===== config.mk =====
export PLATFORM = sky130hd
export DESIGN_NAME = sram_host
export DESIGN_NICKNAME = d
export VERILOG_FILES = /design/src/hdl/sram_host_pkg.sv /design/src/hdl/sram_sync3.sv /design/src/hdl/sram_host.sv
export SDC_FILE = /design/constraint.sdc
export NUM_CORES = 1
export LEC_CHECK = 0
export ABC_CLOCK_PERIOD_IN_PS = 2950
export BUFFER_PORTS_ARGS = -buffer_cell sky130_fd_sc_hd__buf_2
export CORE_MARGIN = 3
export CORE_UTILIZATION = 57
export DETAILED_ROUTE_END_ITERATION = 10
export PLACE_DENSITY = 0.84
export SYNTH_ARGS = -nofsm -noshare
export SYNTH_HDL_FRONTEND = slang
export SYNTH_SLANG_ARGS = --single-unit

===== constraint.sdc =====
create_clock -name CLK -period 2.95 [get_ports CLK]
set_clock_uncertainty 0.05 [all_clocks]
set_input_delay 0.1475 -clock CLK [delete_from_list [all_inputs] [get_ports CLK]]
set_output_delay 0.1475 -clock CLK [all_outputs]
set_load 0.01 [all_outputs]

===== src/hdl/sram_host_pkg.sv =====
package sram_host_pkg;

    // ------------------------------------------------------------
    // Geometry
    // ------------------------------------------------------------
    localparam int ADDR_W = 18;
    localparam int DATA_W = 16;
    localparam int LANE_W = 8;

    // ------------------------------------------------------------
    // Timing, in ns as printed, and cycle counts at 200 MHz
    // ------------------------------------------------------------
    localparam int CLK_PERIOD_PS      = 5000;
    localparam int WRITE_TO_FLOAT_NS  = 18;
    localparam int DATA_SETUP_NS      = 25;
    localparam int WRITE_PULSE_NS     = 35;
    localparam int READ_ACCESS_NS     = 45;
    localparam int BUS_TURN_NS        = 18;

    // Least times round up, and never fall below one cycle
    function automatic int min_cycles(input int ns);
        int c;
        c = (ns * 1000 + CLK_PERIOD_PS - 1) / CLK_PERIOD_PS;
        return (c < 1) ? 1 : c;
    endfunction

    // Strobe-low width covers float delay plus data setup
    localparam int WR_LOW_CYC  = (min_cycles(WRITE_TO_FLOAT_NS + DATA_SETUP_NS)
                                  > min_cycles(WRITE_PULSE_NS))
                                 ? min_cycles(WRITE_TO_FLOAT_NS + DATA_SETUP_NS)
                                 : min_cycles(WRITE_PULSE_NS);
    localparam int RD_CYC      = min_cycles(READ_ACCESS_NS);
    localparam int TURN_CYC    = min_cycles(BUS_TURN_NS);
    // Pin to capture: one edge of margin, three sampler stages, agreement flop
    localparam int SYNC_CYC    = 5;
    localparam int CNT_W       = 4;

    // ------------------------------------------------------------
    // Carriers
    // ------------------------------------------------------------
    typedef struct packed {
        logic              write;
        logic [1:0]        lanes;   // [1] upper, [0] lower
        logic [ADDR_W-1:0] addr;
        logic [DATA_W-1:0] wdata;
    } req_t;

    typedef struct packed {
        logic [DATA_W-1:0] rdata;
        logic              corrected;
    } rsp_t;

    typedef struct packed {
        logic select_low_active;
        logic select_high_active;
        logic write_n;
        logic output_n;
        logic upper_byte_strobe_n;
        logic lower_byte_strobe_n;
    } strobe_t;

    localparam strobe_t STROBE_IDLE = '{1'b1, 1'b0, 1'b1, 1'b1, 1'b1, 1'b1};

endpackage


===== src/hdl/sram_sync3.sv =====
`timescale 1ns/100ps
// Three-stage pin sampler; a change counts once stages two and three agree
module sram_sync3
#(
    parameter int W = 1
)
(
    // Clock
    input  wire logic         clk,
    input  wire logic         rst,
    input  wire logic         ce,
    // Data
    input  wire logic [W-1:0] d,
    output logic      [W-1:0] q
);

    logic [W-1:0] s1_ff;
    logic [W-1:0] s2_ff;
    logic [W-1:0] s3_ff;

    // ------------------------------------------------------------
    // Shift chain; first stage feeds only the second
    // ------------------------------------------------------------
    always_ff @(posedge clk)
    begin
        if (rst)
        begin
            s1_ff <= '0;
            s2_ff <= '0;
            s3_ff <= '0;
        end
        else if (ce)
        begin
            s1_ff <= d;
            s2_ff <= s1_ff;
            s3_ff <= s2_ff;
        end
    end

    // Agreement filter holds last settled value
    always_ff @(posedge clk)
    begin
        if (rst)
            q <= '0;
        else if (ce)
        begin
            for (int i = 0; i < W; i++)
            begin
                if (s2_ff[i] == s3_ff[i])
                    q[i] <= s3_ff[i];
            end
        end
    end

endmodule


===== src/hdl/sram_host.sv =====
`timescale 1ns/100ps
// Function
// - Write starts only with select and at least one byte strobe active
// - Data setup/hold referenced to terminating edge
// - Write strobe low covers float plus setup
// - Select pins always at valid levels
module sram_host
(
    // Clock and reset
    input  wire logic                          CLK,
    input  wire logic                          RST,
    input  wire logic                          CE,
    // User request
    input  wire logic                          REQ_VALID,
    output logic                               REQ_READY,
    input  wire sram_host_pkg::req_t           REQ,
    // User response
    output logic                               RSP_VALID,
    output sram_host_pkg::rsp_t                RSP,
    // Memory strobes and address
    output sram_host_pkg::strobe_t             MEM_STROBE,
    output logic [sram_host_pkg::ADDR_W-1:0]   MEM_ADDR,
    // Memory data bus, enable low while driving
    input  wire logic [sram_host_pkg::DATA_W-1:0] MEM_DQ_IN,
    output logic [sram_host_pkg::DATA_W-1:0]   MEM_DQ_OUT,
    output logic [sram_host_pkg::DATA_W-1:0]   MEM_DQ_OE_N,
    // Memory error flag
    input  wire logic                          MEM_ERR
);

    import sram_host_pkg::*;

    // Idle, strobes held for the access, then bus turnaround
    typedef enum {ST_IDLE, ST_WRITE, ST_READ, ST_TURN} state_t;

    state_t            state_ff;
    logic [CNT_W-1:0]  cnt_ff;
    req_t              req_ff;
    strobe_t           strobe_ff;
    logic [DATA_W-1:0] oe_n_ff;
    logic [DATA_W-1:0] dq_sync;
    logic              err_sync;
    logic              accept;
    logic              cnt_last;

    // Pin inputs; the error flag rides the same sampler as its data,
    // so both are seen with the same delay
    sram_sync3 #(.W(DATA_W + 1)) u_sync
    (
        .clk (CLK),
        .rst (RST),
        .ce  (CE),
        .d   ({MEM_ERR, MEM_DQ_IN}),
        .q   ({err_sync, dq_sync})
    );

    // Lane mask: expand two byte enables to sixteen bits
    function automatic logic [DATA_W-1:0] lane_mask(input logic [1:0] lanes);
        return {{LANE_W{lanes[1]}}, {LANE_W{lanes[0]}}};
    endfunction

    // ------------------------------------------------------------
    // Decode shared by the processes below
    // ------------------------------------------------------------
    // A request is taken in idle; CE is checked by each process
    assign accept   = (state_ff == ST_IDLE) && REQ_VALID;
    // Last cycle of the current phase
    assign cnt_last = (cnt_ff == CNT_W'(1));

    // ------------------------------------------------------------
    // Sequencer
    // ------------------------------------------------------------
    // Only idle accepts; an all-zero lane request is harmless standby
    // Ready is combinational, so a waiting request goes out on the next edge
    assign REQ_READY = (state_ff == ST_IDLE) && CE;

    always_ff @(posedge CLK)
    begin
        if (RST)
        begin
            state_ff <= ST_IDLE;
            cnt_ff   <= '0;
            req_ff   <= '0;
        end
        else if (CE)
        begin
            case (state_ff)
                ST_IDLE:
                begin
                    if (REQ_VALID)
                    begin
                        req_ff   <= REQ;
                        // write low covers float plus setup
                        // Reads stay open for access time plus the sampler's delay,
                        // so the captured word is the settled one
                        cnt_ff   <= REQ.write ? CNT_W'(WR_LOW_CYC) : CNT_W'(RD_CYC + SYNC_CYC);
                        state_ff <= REQ.write ? ST_WRITE : ST_READ;
                    end
                end
                ST_WRITE, ST_READ:
                begin
                    // Strobes stay put until the count reaches one
                    if (cnt_ff == CNT_W'(1))
                    begin
                        cnt_ff   <= CNT_W'(TURN_CYC);
                        state_ff <= ST_TURN;
                    end
                    else
                        cnt_ff <= cnt_ff - CNT_W'(1);
                end
                ST_TURN:
                begin
                    // Lets device output float before next access
                    if (cnt_ff == CNT_W'(1))
                        state_ff <= ST_IDLE;
                    else
                        cnt_ff <= cnt_ff - CNT_W'(1);
                end
                default: state_ff <= ST_IDLE;
            endcase
        end
    end

    // ------------------------------------------------------------
    // Strobes
    // ------------------------------------------------------------
    // All strobes leave on one edge, so whichever ends the write,
    // data and address still stand past it
    always_ff @(posedge CLK)
    begin
        if (RST)
            strobe_ff <= STROBE_IDLE;
        else if (CE)
        begin
            strobe_ff <= STROBE_IDLE;
            if (accept)
            begin
                strobe_ff.select_low_active   <= 1'b0;
                strobe_ff.select_high_active  <= 1'b1;
                strobe_ff.upper_byte_strobe_n <= ~REQ.lanes[1];
                strobe_ff.lower_byte_strobe_n <= ~REQ.lanes[0];
                // write strobe with select
                // A write with no lane keeps the write strobe high, so no
                // write ever starts without a byte strobe beside it
                strobe_ff.write_n             <= ~(REQ.write && (|REQ.lanes));
                strobe_ff.output_n            <= REQ.write;
            end
            else if ((state_ff == ST_WRITE || state_ff == ST_READ) && !cnt_last)
                strobe_ff <= strobe_ff;
        end
    end

    // Address and write data held steady through turnaround
    // Straight from flops, so no decode glitch reaches the memory pins
    assign MEM_STROBE = strobe_ff;
    assign MEM_ADDR   = req_ff.addr;

    // ------------------------------------------------------------
    // Data bus drive
    // ------------------------------------------------------------
    // Enables kept in flops of their own, one per bit: an old lane set
    // meeting a new drive decision cannot glitch onto the pins
    // data held past terminating edge
    always_ff @(posedge CLK)
    begin
        if (RST)
            oe_n_ff <= {DATA_W{1'b1}};
        else if (CE)
        begin
            if (accept)
                oe_n_ff <= REQ.write ? ~lane_mask(REQ.lanes) : {DATA_W{1'b1}};
            // Released one cycle after the strobes, past the write end
            else if (state_ff == ST_TURN)
                oe_n_ff <= {DATA_W{1'b1}};
        end
    end

    assign MEM_DQ_OUT  = req_ff.wdata;
    assign MEM_DQ_OE_N = oe_n_ff;

    // ------------------------------------------------------------
    // Read capture
    // ------------------------------------------------------------
    // undriven lanes read as zero
    // sample only while enabled
    // Capture and strobe release share one edge; the sampler's delay means
    // the word taken was on the pins well before the strobes let go
    always_ff @(posedge CLK)
    begin
        if (RST)
        begin
            RSP_VALID <= 1'b0;
            RSP       <= '0;
        end
        else if (CE)
        begin
            RSP_VALID <= 1'b0;
            if (state_ff == ST_READ && cnt_last)
            begin
                RSP_VALID     <= 1'b1;
                RSP.rdata     <= dq_sync & lane_mask(req_ff.lanes);
                // A lane-less read has nothing driven, so it reports no correction
                // error flag captured
                RSP.corrected <= err_sync & (|req_ff.lanes);
            end
        end
    end

endmodule


Word level (Yosys, flattened, before mapping)
Cells that the tools add are included.
- output and inout bits: 75
- register bits after elaboration: 180
- word-level logic and storage cells: 124
- bits of input ports: 58
- bitwise logic cells: 6
- eq/ne operators: 29
- add/sub/neg operators: 1
- reduce and logical (&&, ||, !) cells: 37
- mux-type cells: 16
- operator list (cell ; count):
    == test 32 x 2 -> 1 bit (second input constant) ; 3
    two-way mux 32 bit ; 3
    one-hot mux 32 bit (3 select lines) ; 1
    == test 32 x 3 -> 1 bit (second input constant) ; 2
    zero test 32 bit ; 2
    two-way mux 16 bit ; 3
    AND reduction 2 bit ; 20
    == test 32 x 1 -> 1 bit (second input constant) ; 1
    == test 1 bit ; 17
    bitwise AND 16 bit ; 1
    NOT 16 bit ; 1
    two-way mux 4 bit ; 3
    two-way mux 6 bit ; 2
    one-hot mux 4 bit (3 select lines) ; 1
    != test 2 bit (second input constant) ; 5
    AND reduction 4 bit ; 2
    OR reduction 2 bit ; 3
    logical AND 1 bit ; 5
    == test 4 x 1 -> 1 bit (second input constant) ; 1
    subtractor 4 x 1 -> 4 bit (second input constant) ; 1
    two-way mux 3 bit ; 1
    NOT 1 bit ; 3
    AND reduction 3 bit ; 1
    nonzero test 3 bit ; 1
    other kinds (6) ; 6

Longest topological paths before layout
Gate-level depths: netlist of the first run.
- depth in word-level cells: 5
- mapped depth: 8
- mapped depth without buffers: 6

Hierarchy
Synthesis of the first run repeated with hierarchy kept, for this count alone.
- cell total of the unflattened synthesis: 647
- area, all modules: 5764.3 um^2
- modules (own cells, without submodules) (module ; cells an instance ; sequential area each (um^2) ; instances ; area each (um^2)):
    sram_host ; 374 ; 1361.3 ; 1 ; 3054.2
    sram_sync3 ; 273 ; 1361.3 ; 1 ; 2710.1

Least setup slack after synthesis of the first run
No wires, ideal clock.
- path kind: register to register
- from: reg state_ff[1]
- to: reg cnt_ff[0]
- stages on the path, launching flop included: 6
- setup slack: 1.211 ns
- arrival time: 1.603 ns
- path buffers: 0
- period minus slack after synthesis: 1.739 ns
- required time: 2.814 ns
- setup time: 0.086 ns
- cell sequence: dfxtp_1 > inv_1 > ha_1 > nor2_1 > or4_1 > a221oi_2
- word-level cells in the longest chain between the ends: 4
- elaborated cells between the ends (all ways): 10
- those cells by class: 5 x eq/ne; 1 x mux; 4 x reduce/logical
- ends and longest elaborated chain (element ; line ; RTL):
    start, declared ; sram_host.sv:36 ; state_t state_ff;
    start signal, assigned ; sram_host.sv:97 ; state_ff <= REQ.write ? ST_WRITE : ST_READ;
    == test 32 x 1 -> 1 bit or == test 32 x 2 -> 1 bit (tied branches) ; sram_host.sv:87 ; case (state_ff)
    OR reduction 2 bit ; sram_host.sv:87 ;
    nonzero test 3 bit (no source line) ; n/a ;
    AND reduction 4 bit (no source line) ; n/a ;
    end signal, assigned ; sram_host.sv:96 ; cnt_ff <= REQ.write ? CNT_W'(WR_LOW_CYC) : CNT_W'(RD_CYC + SYNC_CYC);
    end signal, assigned ; sram_host.sv:105 ; cnt_ff <= CNT_W'(TURN_CYC);
    end signal, assigned ; sram_host.sv:109 ; cnt_ff <= cnt_ff - CNT_W'(1);
    end, declared ; sram_host.sv:37 ; logic [CNT_W-1:0] cnt_ff;
Parallel ways exist; a longest one is shown, timed or not.
A chain may end at the register's enable or synchronous reset.

Worst setup path in the final report of the first run
- from: reg cnt_ff[1]
- to: reg RSP[0] (netlist bit)
- word-level cells in the longest chain between the ends: 3
- ends and longest elaborated chain (element ; line ; RTL):
    == test 4 x 1 -> 1 bit ; sram_host.sv:68 ; assign cnt_last = (cnt_ff == CNT_W'(1));
    logical AND 1 bit ; sram_host.sv:198 ; if (state_ff == ST_READ && cnt_last)
    AND reduction 2 bit (no source line) ; n/a ;
    end, declared ; sram_host.sv:19 ; output sram_host_pkg::rsp_t RSP,
Every way passes these cells.

==> results of run 1 <==
[metrics by stage]
| stage | utilization | hold WS [ns] | power (mW) | area, µm² |
|---|---|---|---|---|
| finish | 0.747 | 0.0579 | 4.61 | 6960 |
| floorplan | - | 0.233 | 2.45 | 5530 |
| detailed placement | 0.627 | 0.339 | 2.56 | 5850 |
| global route | 0.747 | 0.0699 | 4.80 | 6960 |
| CTS | 0.747 | 0.0266 | 4.62 | 6960 |
| global placement | 0.627 | 0.331 | 2.53 | 5850 |
[metal layers]
metal	vias to the layer above	wire length, µm
met5	-	0
met4	0	268
met3	26	753
met2	185	6940
met1	2269	5560
li1	2346	-
[power by group]
group	leakage, nW	switching, mW	internal [mW]
registers	1.11	0.0711	1.92
logic	1.63	0.341	0.261
clock network	0.266	0.783	1.23
[sequential cells by signal, indices dropped and copies added, names as in the netlist]
signal / cells
u_sync.s2_ff: 17
RSP: 17
MEM_DQ_OUT: 16
u_sync.s1_ff: 17
MEM_DQ_OE_N: 2
cnt_ff: 4
MEM_ADDR: 18
state_ff: 2
RSP_VALID: 1
u_sync.s3_ff: 17
u_sync.q: 17
req_ff: 2
MEM_STROBE: 6
[cell families after synthesis]
logic type,Yosys count,share of synthesized area
XOR/XNOR,1,0.00158
AND/OR/NAND/NOR,204,0.162
multiplexers,40,0.0724
flip-flops,136,0.492
buffers and inverters,98,0.106
adder cells (fa/ha/maj),6,0.0136
AO/OA/AOI/OAI,150,0.152
[Yosys cell counts (all sizes together)]
cell type	number	area, µm²
dfxtp	136	2720
nand2	101	387
a21oi	88	440
buf	66	465
nor2	54	203
mux2i	40	400
o21ai	38	190
clkbuf	24	91.3
nand3	17	85.1
and2	13	81.3
inv	8	30.0
a21o	7	52.6
ha	6	75.1
nand2b	6	37.5
a2111oi	4	37.5
a31oi	3	18.8
a211oi	2	20.0
and3	2	12.5
nand4	2	12.5
nor4	2	12.5
o211ai	2	28.8
o22ai	2	12.5
a221o	1	10.0
a221oi	1	15.0
a311oi	1	8.76
nor2b	1	6.26
nor3	1	5.00
nor3b	1	12.5
nor4b	1	8.76
o21bai	1	7.51
or2b	1	11.3
or3b	1	11.3
or4	1	7.51
xor2	1	8.76
[worst max path at each step]
stage,slack (ns),end,cells past startpoint,start
3_3_place_gp,1.14,cnt_ff[0],5,state_ff[1]
6_report,0.91,RSP[0],6,cnt_ff[1]
3_5_place_dp,0.94,RSP[0],6,cnt_ff[1]
2_1_floorplan,1.21,cnt_ff[0],5,state_ff[1]
4_1_cts,0.90,RSP[0],6,cnt_ff[1]
5_1_grt,0.76,RSP[0],5,cnt_ff[0]
[final cells by class]
cell class	count	area (µm²)	share of cell area
clock inverters	13	146	0.0210
flip-flops and latches	136	2720	0.391
clock buffers	18	428	0.0614
repair buffers	193	1260	0.180
multi-input cells	401	2220	0.319
well taps	129	161	0.0232
inverters	8	30.0	0.00431
[repair_timing]
action,CTS,global route
endpoints found under the hold margin,59,0
buffers inserted,0,0
hold buffers,54,0
endpoints found under the setup margin,0,0
[worst register-to-register path, stage by stage, from the launching register on]
cell and delay (ns):
dfxtp_1 0.32, inv_1 0.12, ha_1 0.22, nor3b_2 0.24
and3_1 0.59, o211ai_1 0.23, a21oi_1 0.20
==> results.py, run 1 <==
metrics = {
    "status": {
        "status": "finished clean",
    },
    "sta": {
        "drv_slew": 0,
        "final-setup-viol-count": 0,
        "tns_ns": 0,
        "fin_ws_ns": 0.905,
        "fmax_ghz": 0.489,
        "tightest_slew_ns": 0.763,
        "slew_headroom": 0.492,
        "fin_crit_sh": 0.693,
        "layout_min_cycle_time_ns": 2.04,
        "rsz0062_at_grt": "no",
        "final_hold_viol_count": 0,
    },
    "route": {
        "drt_first_pass_iters": 5,
        "routed_wl_um": 13500,
        "num_vias": 4826,
        "drtAntennaViolNets": 0,
        "routed_via_density": 5.37,
        "first_iter_violations": 360,
        "wl_per_cell_um": 15.1,
        "post-route-drc-count": 0,
    },
    "min_path": {
        "hold_end": "MEM_STROBE[5]",
        "hold_start": "REQ_VALID",
        "holdPathStages": 3,
        "hold_class": "input pin to flip-flop",
    },
    "clock_tree": {
        "ctsResizeCount": 0,
        "h-tree-depth": 4,
        "cts_buffers": 17,
        "clk_pin_slew_ns": 0.06,
        "clkLatencyLatePin_ns": 0.50,
        "cts_sinks": 136,
        "clockBufferDepth": 2,
        "cts_tree": "built",
        "cts-root-buf": "clkbuf_8",
    },
    "floorplan": {
        "die_x_um": 104,
        "io-pin-count": 133,
        "start_util": 0.593,
        "num_rows": 35,
        "core_um2": 9330,
        "die_h_um": 104,
        "die_area_um2": 10900,
    },
    "global_route": {
        "grt_start_max_net_pins": 80,
        "gr-usage-met1": 0.302,
        "met3_usage": 0.0590,
        "grtUsageMet2": 0.445,
        "grt_pass1_vias": 4758,
        "overflow": 0,
        "grt_pass1_wl_um": 23000,
        "antenna_found_initial": 0,
        "grt_usage": 0.255,
        "grt-busiest-layer": "met2",
    },
    "power": {
        "p_leak_nw": 3.00,
        "ir_drop_uv": 457,
        "power.density_nw_per_um2": 662,
    },
    "yosys": {
        "yosys_register_bits": 136,
        "postSynthAreaPerCell_um2": 8.71,
        "syn_area_um2": 5530,
        "syn_nets": 699,
        "yosysUniqueCellTypes": 42,
        "ys_seq_area_frac": 0.492,
        "synth_cells": 635,
        "ys_warn_count": 0,
    },
    "cells_and_area": {
        "area_growth_pct": 26.0,
        "nets": 821,
        "diodes": 0,
        "layoutNonFillerInstCount": 898,
        "drive_above_1_share": 0.230,
        "nFillCells": 617,
        "final_common_cell": "dfxtp_1",
        "final_cell_mix": "dfxtp_1 (136), buf_2 (131), nand2_1 (100), a21oi_1 (88)",
    },
    "place": {
        "place.gp.congestion": 0.844,
        "dpl_worst_slack_ns": 0.936,
        "port_buffers": 132,
        "dp.cells": 813,
        "dp_hpwl_um": 8200,
    },
    "worst_setup_path": {
        "required_ns": 3.32,
        "r2r_cells": 6,
        "critPathMaxFanout": 17,
        "slowest_stage": "and3_1",
        "path_delay_family": "simple AND/OR/NAND/NOR gates",
        "crit_path_start_kind": "flip-flop",
        "cp-end-kind": "flip-flop",
        "r2r-start": "cnt_ff[1]",
        "cp_cell_sequence": "inv_1, ha_1, nor3b_2, and3_1, o211ai_1, a21oi_1",
        "worst-path-buf-inv": 1,
        "cpPeakStageDelay_ns": 0.59,
        "arrival_ns": 2.42,
        "worst-setup-path-type": "flip-flop to flip-flop",
        "reg2reg_slack_ns": 0.91,
        "regToRegEndpoint": "RSP[0]",
    },
    "flow_run": {
        "drv_cap": 0,
    },
}
Power figures use the tool's default switching activity.
==> run 2: changes to the inputs <==
ABC_CLOCK_PERIOD_IN_PS = 2100   (was 2950)
CORE_UTILIZATION = 53   (was 57)
PLACE_DENSITY = 0.79   (was 0.84)
clock period = 2.1 ns   (was 2.95 ns; I/O delays follow)
==> run 2 against run 1 <==
Against the previous run:
- maximum frequency increased by 6.4%
- via count shrank 2.7%
- utilization decreased by 3.4 points
==> results.py, run 2 (synthesis results as in run 1) <==
metrics = {
    "worst_setup_path": {
        "worst-setup-path-type": "flip-flop to flip-flop",
        "arrival_ns": 2.30,
        "reg2reg_slack_ns": 0.18,
        "regToRegEndpoint": "cnt_ff[0]",
        "critPathMaxFanout": 8,
        "worst-path-buf-inv": 1,
        "cpPeakStageDelay_ns": 0.50,
        "required_ns": 2.48,
        "crit_path_start_kind": "flip-flop",
        "r2r_cells": 5,
        "r2r-start": "state_ff[1]",
        "slowest_stage": "or4_1",
        "path_delay_family": "simple AND/OR/NAND/NOR gates",
        "cp_cell_sequence": "inv_1, ha_2, nor2_1, or4_1, a221oi_2",
        "cp-end-kind": "flip-flop",
    },
    "cells_and_area": {
        "nets": 824,
        "final_cell_mix": "dfxtp_1 (136), buf_2 (131), nand2_1 (99), a21oi_1 (88), dlygate4sd3_1 (55)",
        "largest_register_ffs": 18,
        "layoutNonFillerInstCount": 906,
        "final_common_cell": "dfxtp_1",
        "area_growth_pct": 28.3,
        "drive_above_1_share": 0.237,
        "fin_util": 0.713,
    },
    "place": {
        "place.gp.congestion": 0.767,
        "dp.cells": 819,
        "dp_hpwl_um": 7940,
        "port_buffers": 132,
    },
    "floorplan": {
        "io-pin-count": 133,
        "die_x_um": 108,
        "num_rows": 36,
        "die_h_um": 108,
        "start_util": 0.555,
        "die_area_um2": 11700,
        "core_um2": 9950,
    },
    "sta": {
        "slew_headroom": 0.535,
        "drv_slew": 0,
        "fin_crit_sh": 0.915,
        "final-setup-viol-count": 0,
        "holdWs_ns": 0.0459,
        "final_hold_viol_count": 0,
        "layout_min_cycle_time_ns": 1.92,
        "fmax_ghz": 0.520,
        "rsz0062_at_grt": "no",
        "tightest_slew_ns": 0.697,
        "tns_ns": 0,
    },
    "route": {
        "wl_per_cell_um": 13.9,
        "routed_wl_um": 12600,
        "first_iter_violations": 313,
        "post-route-drc-count": 0,
        "num_vias": 4694,
        "drtAntennaViolNets": 0,
        "routed_via_density": 5.18,
        "drt_first_pass_iters": 5,
    },
    "clock_tree": {
        "cts_buffers": 17,
        "clkLatencyLatePin_ns": 0.52,
        "cts-root-buf": "clkbuf_8",
        "clk_pin_slew_ns": 0.06,
        "cts_setup_buffers": 0,
        "clockBufferDepth": 2,
        "h-tree-depth": 4,
        "cts_tree": "built",
        "cts_sinks": 136,
    },
    "min_path": {
        "holdPathStages": 3,
        "hold_class": "input pin to flip-flop",
        "hold_end": "MEM_STROBE[5]",
        "hold_start": "REQ_VALID",
    },
    "power": {
        "ir_drop_uv": 499,
        "p_leak_nw": 3.06,
        "p_total_mw": 6.71,
        "power.density_nw_per_um2": 945,
    },
    "global_route": {
        "grt_pass1_wl_um": 20700,
        "overflow": 0,
        "grt_pass1_vias": 4557,
        "grt_start_max_net_pins": 65,
        "antenna_found_initial": 0,
        "grt_usage": 0.220,
    },
    "status": {
        "status": "finished clean",
    },
    "flow_run": {
        "drv_cap": 0,
    },
}
-- run 2: cell count changes in the layout (fill, tap and decap cells not counted), sizes merged --
cell	before	now
clkinv	4	5
clkinvlp	5	3
bufinv	2	4
inv	10	8
buf	139	141
clkbuf	18	19
dlygate4sd3	54	55
diode	0	1
-- run 2: how the worst max path moves through the flow --
stage / from / to / slack [ns] / depth (start not counted)
global route: state_ff[0] / state_ff[1] / 0.08 / 6
CTS: state_ff[1] / state_ff[1] / 0.09 / 6
finish: state_ff[1] / cnt_ff[0] / 0.18 / 5
detailed placement: state_ff[1] / cnt_ff[0] / 0.17 / 5
floorplan: state_ff[1] / cnt_ff[0] / 0.36 / 5
global placement: state_ff[1] / cnt_ff[0] / 0.30 / 5
-- run 2: what timing repair did --
action	CTS	global route
hold buffers	55	0
hold endpoints to repair	62	0
resized for setup	0	5
setup endpoints to repair	0	1
-- run 2: cell type report --
class                           count  area [µm²]
Timing Repair Buffer              196        1320
Clock buffer                       19         442
Antenna cell                        1        2.50
Sequential cell                   136        2720
Inverter                            8        30.0
Multi-Input combinational cell    401        2240
Clock inverter                     12         175
Tap cell                          133         166
Fill cell                         715        2860
-- run 2: power by group --
group          switching, mW  leakage (nW)  total [mW]  internal (mW)
logic                  0.486          1.66       0.873          0.387
clock network           1.06         0.296        3.04           1.98
registers             0.0926          1.11        2.80           2.70
total                   1.64          3.06        6.71           5.07
-- run 2: stage by stage --
| stage | instance area, µm² | worst slack, ns |
|---|---|---|
| finish | 7090 | 0.178 |
| detailed placement | 5910 | 0.170 |
| CTS | 7070 | 0.0862 |
| global placement | 5910 | 0.299 |
| floorplan | 5530 | 0.361 |
| global route | 7090 | 0.0804 |
-- run 2: tightest hold or removal path, cell delays in order --
cell	delay (ns)
buf_2	0.11
and3_1	0.25
o21bai_1	0.10
-- run 2: metal layers --
metal | GRT usage | vias to the layer above | wire length (µm)
li1 | - | 2349 | -
met1 | 0.261 | 2136 | 5350
met2 | 0.371 | 184 | 6060
met3 | 0.0740 | 25 | 976
met4 | 0.0794 | 0 | 258
met5 | 0 | - | 0
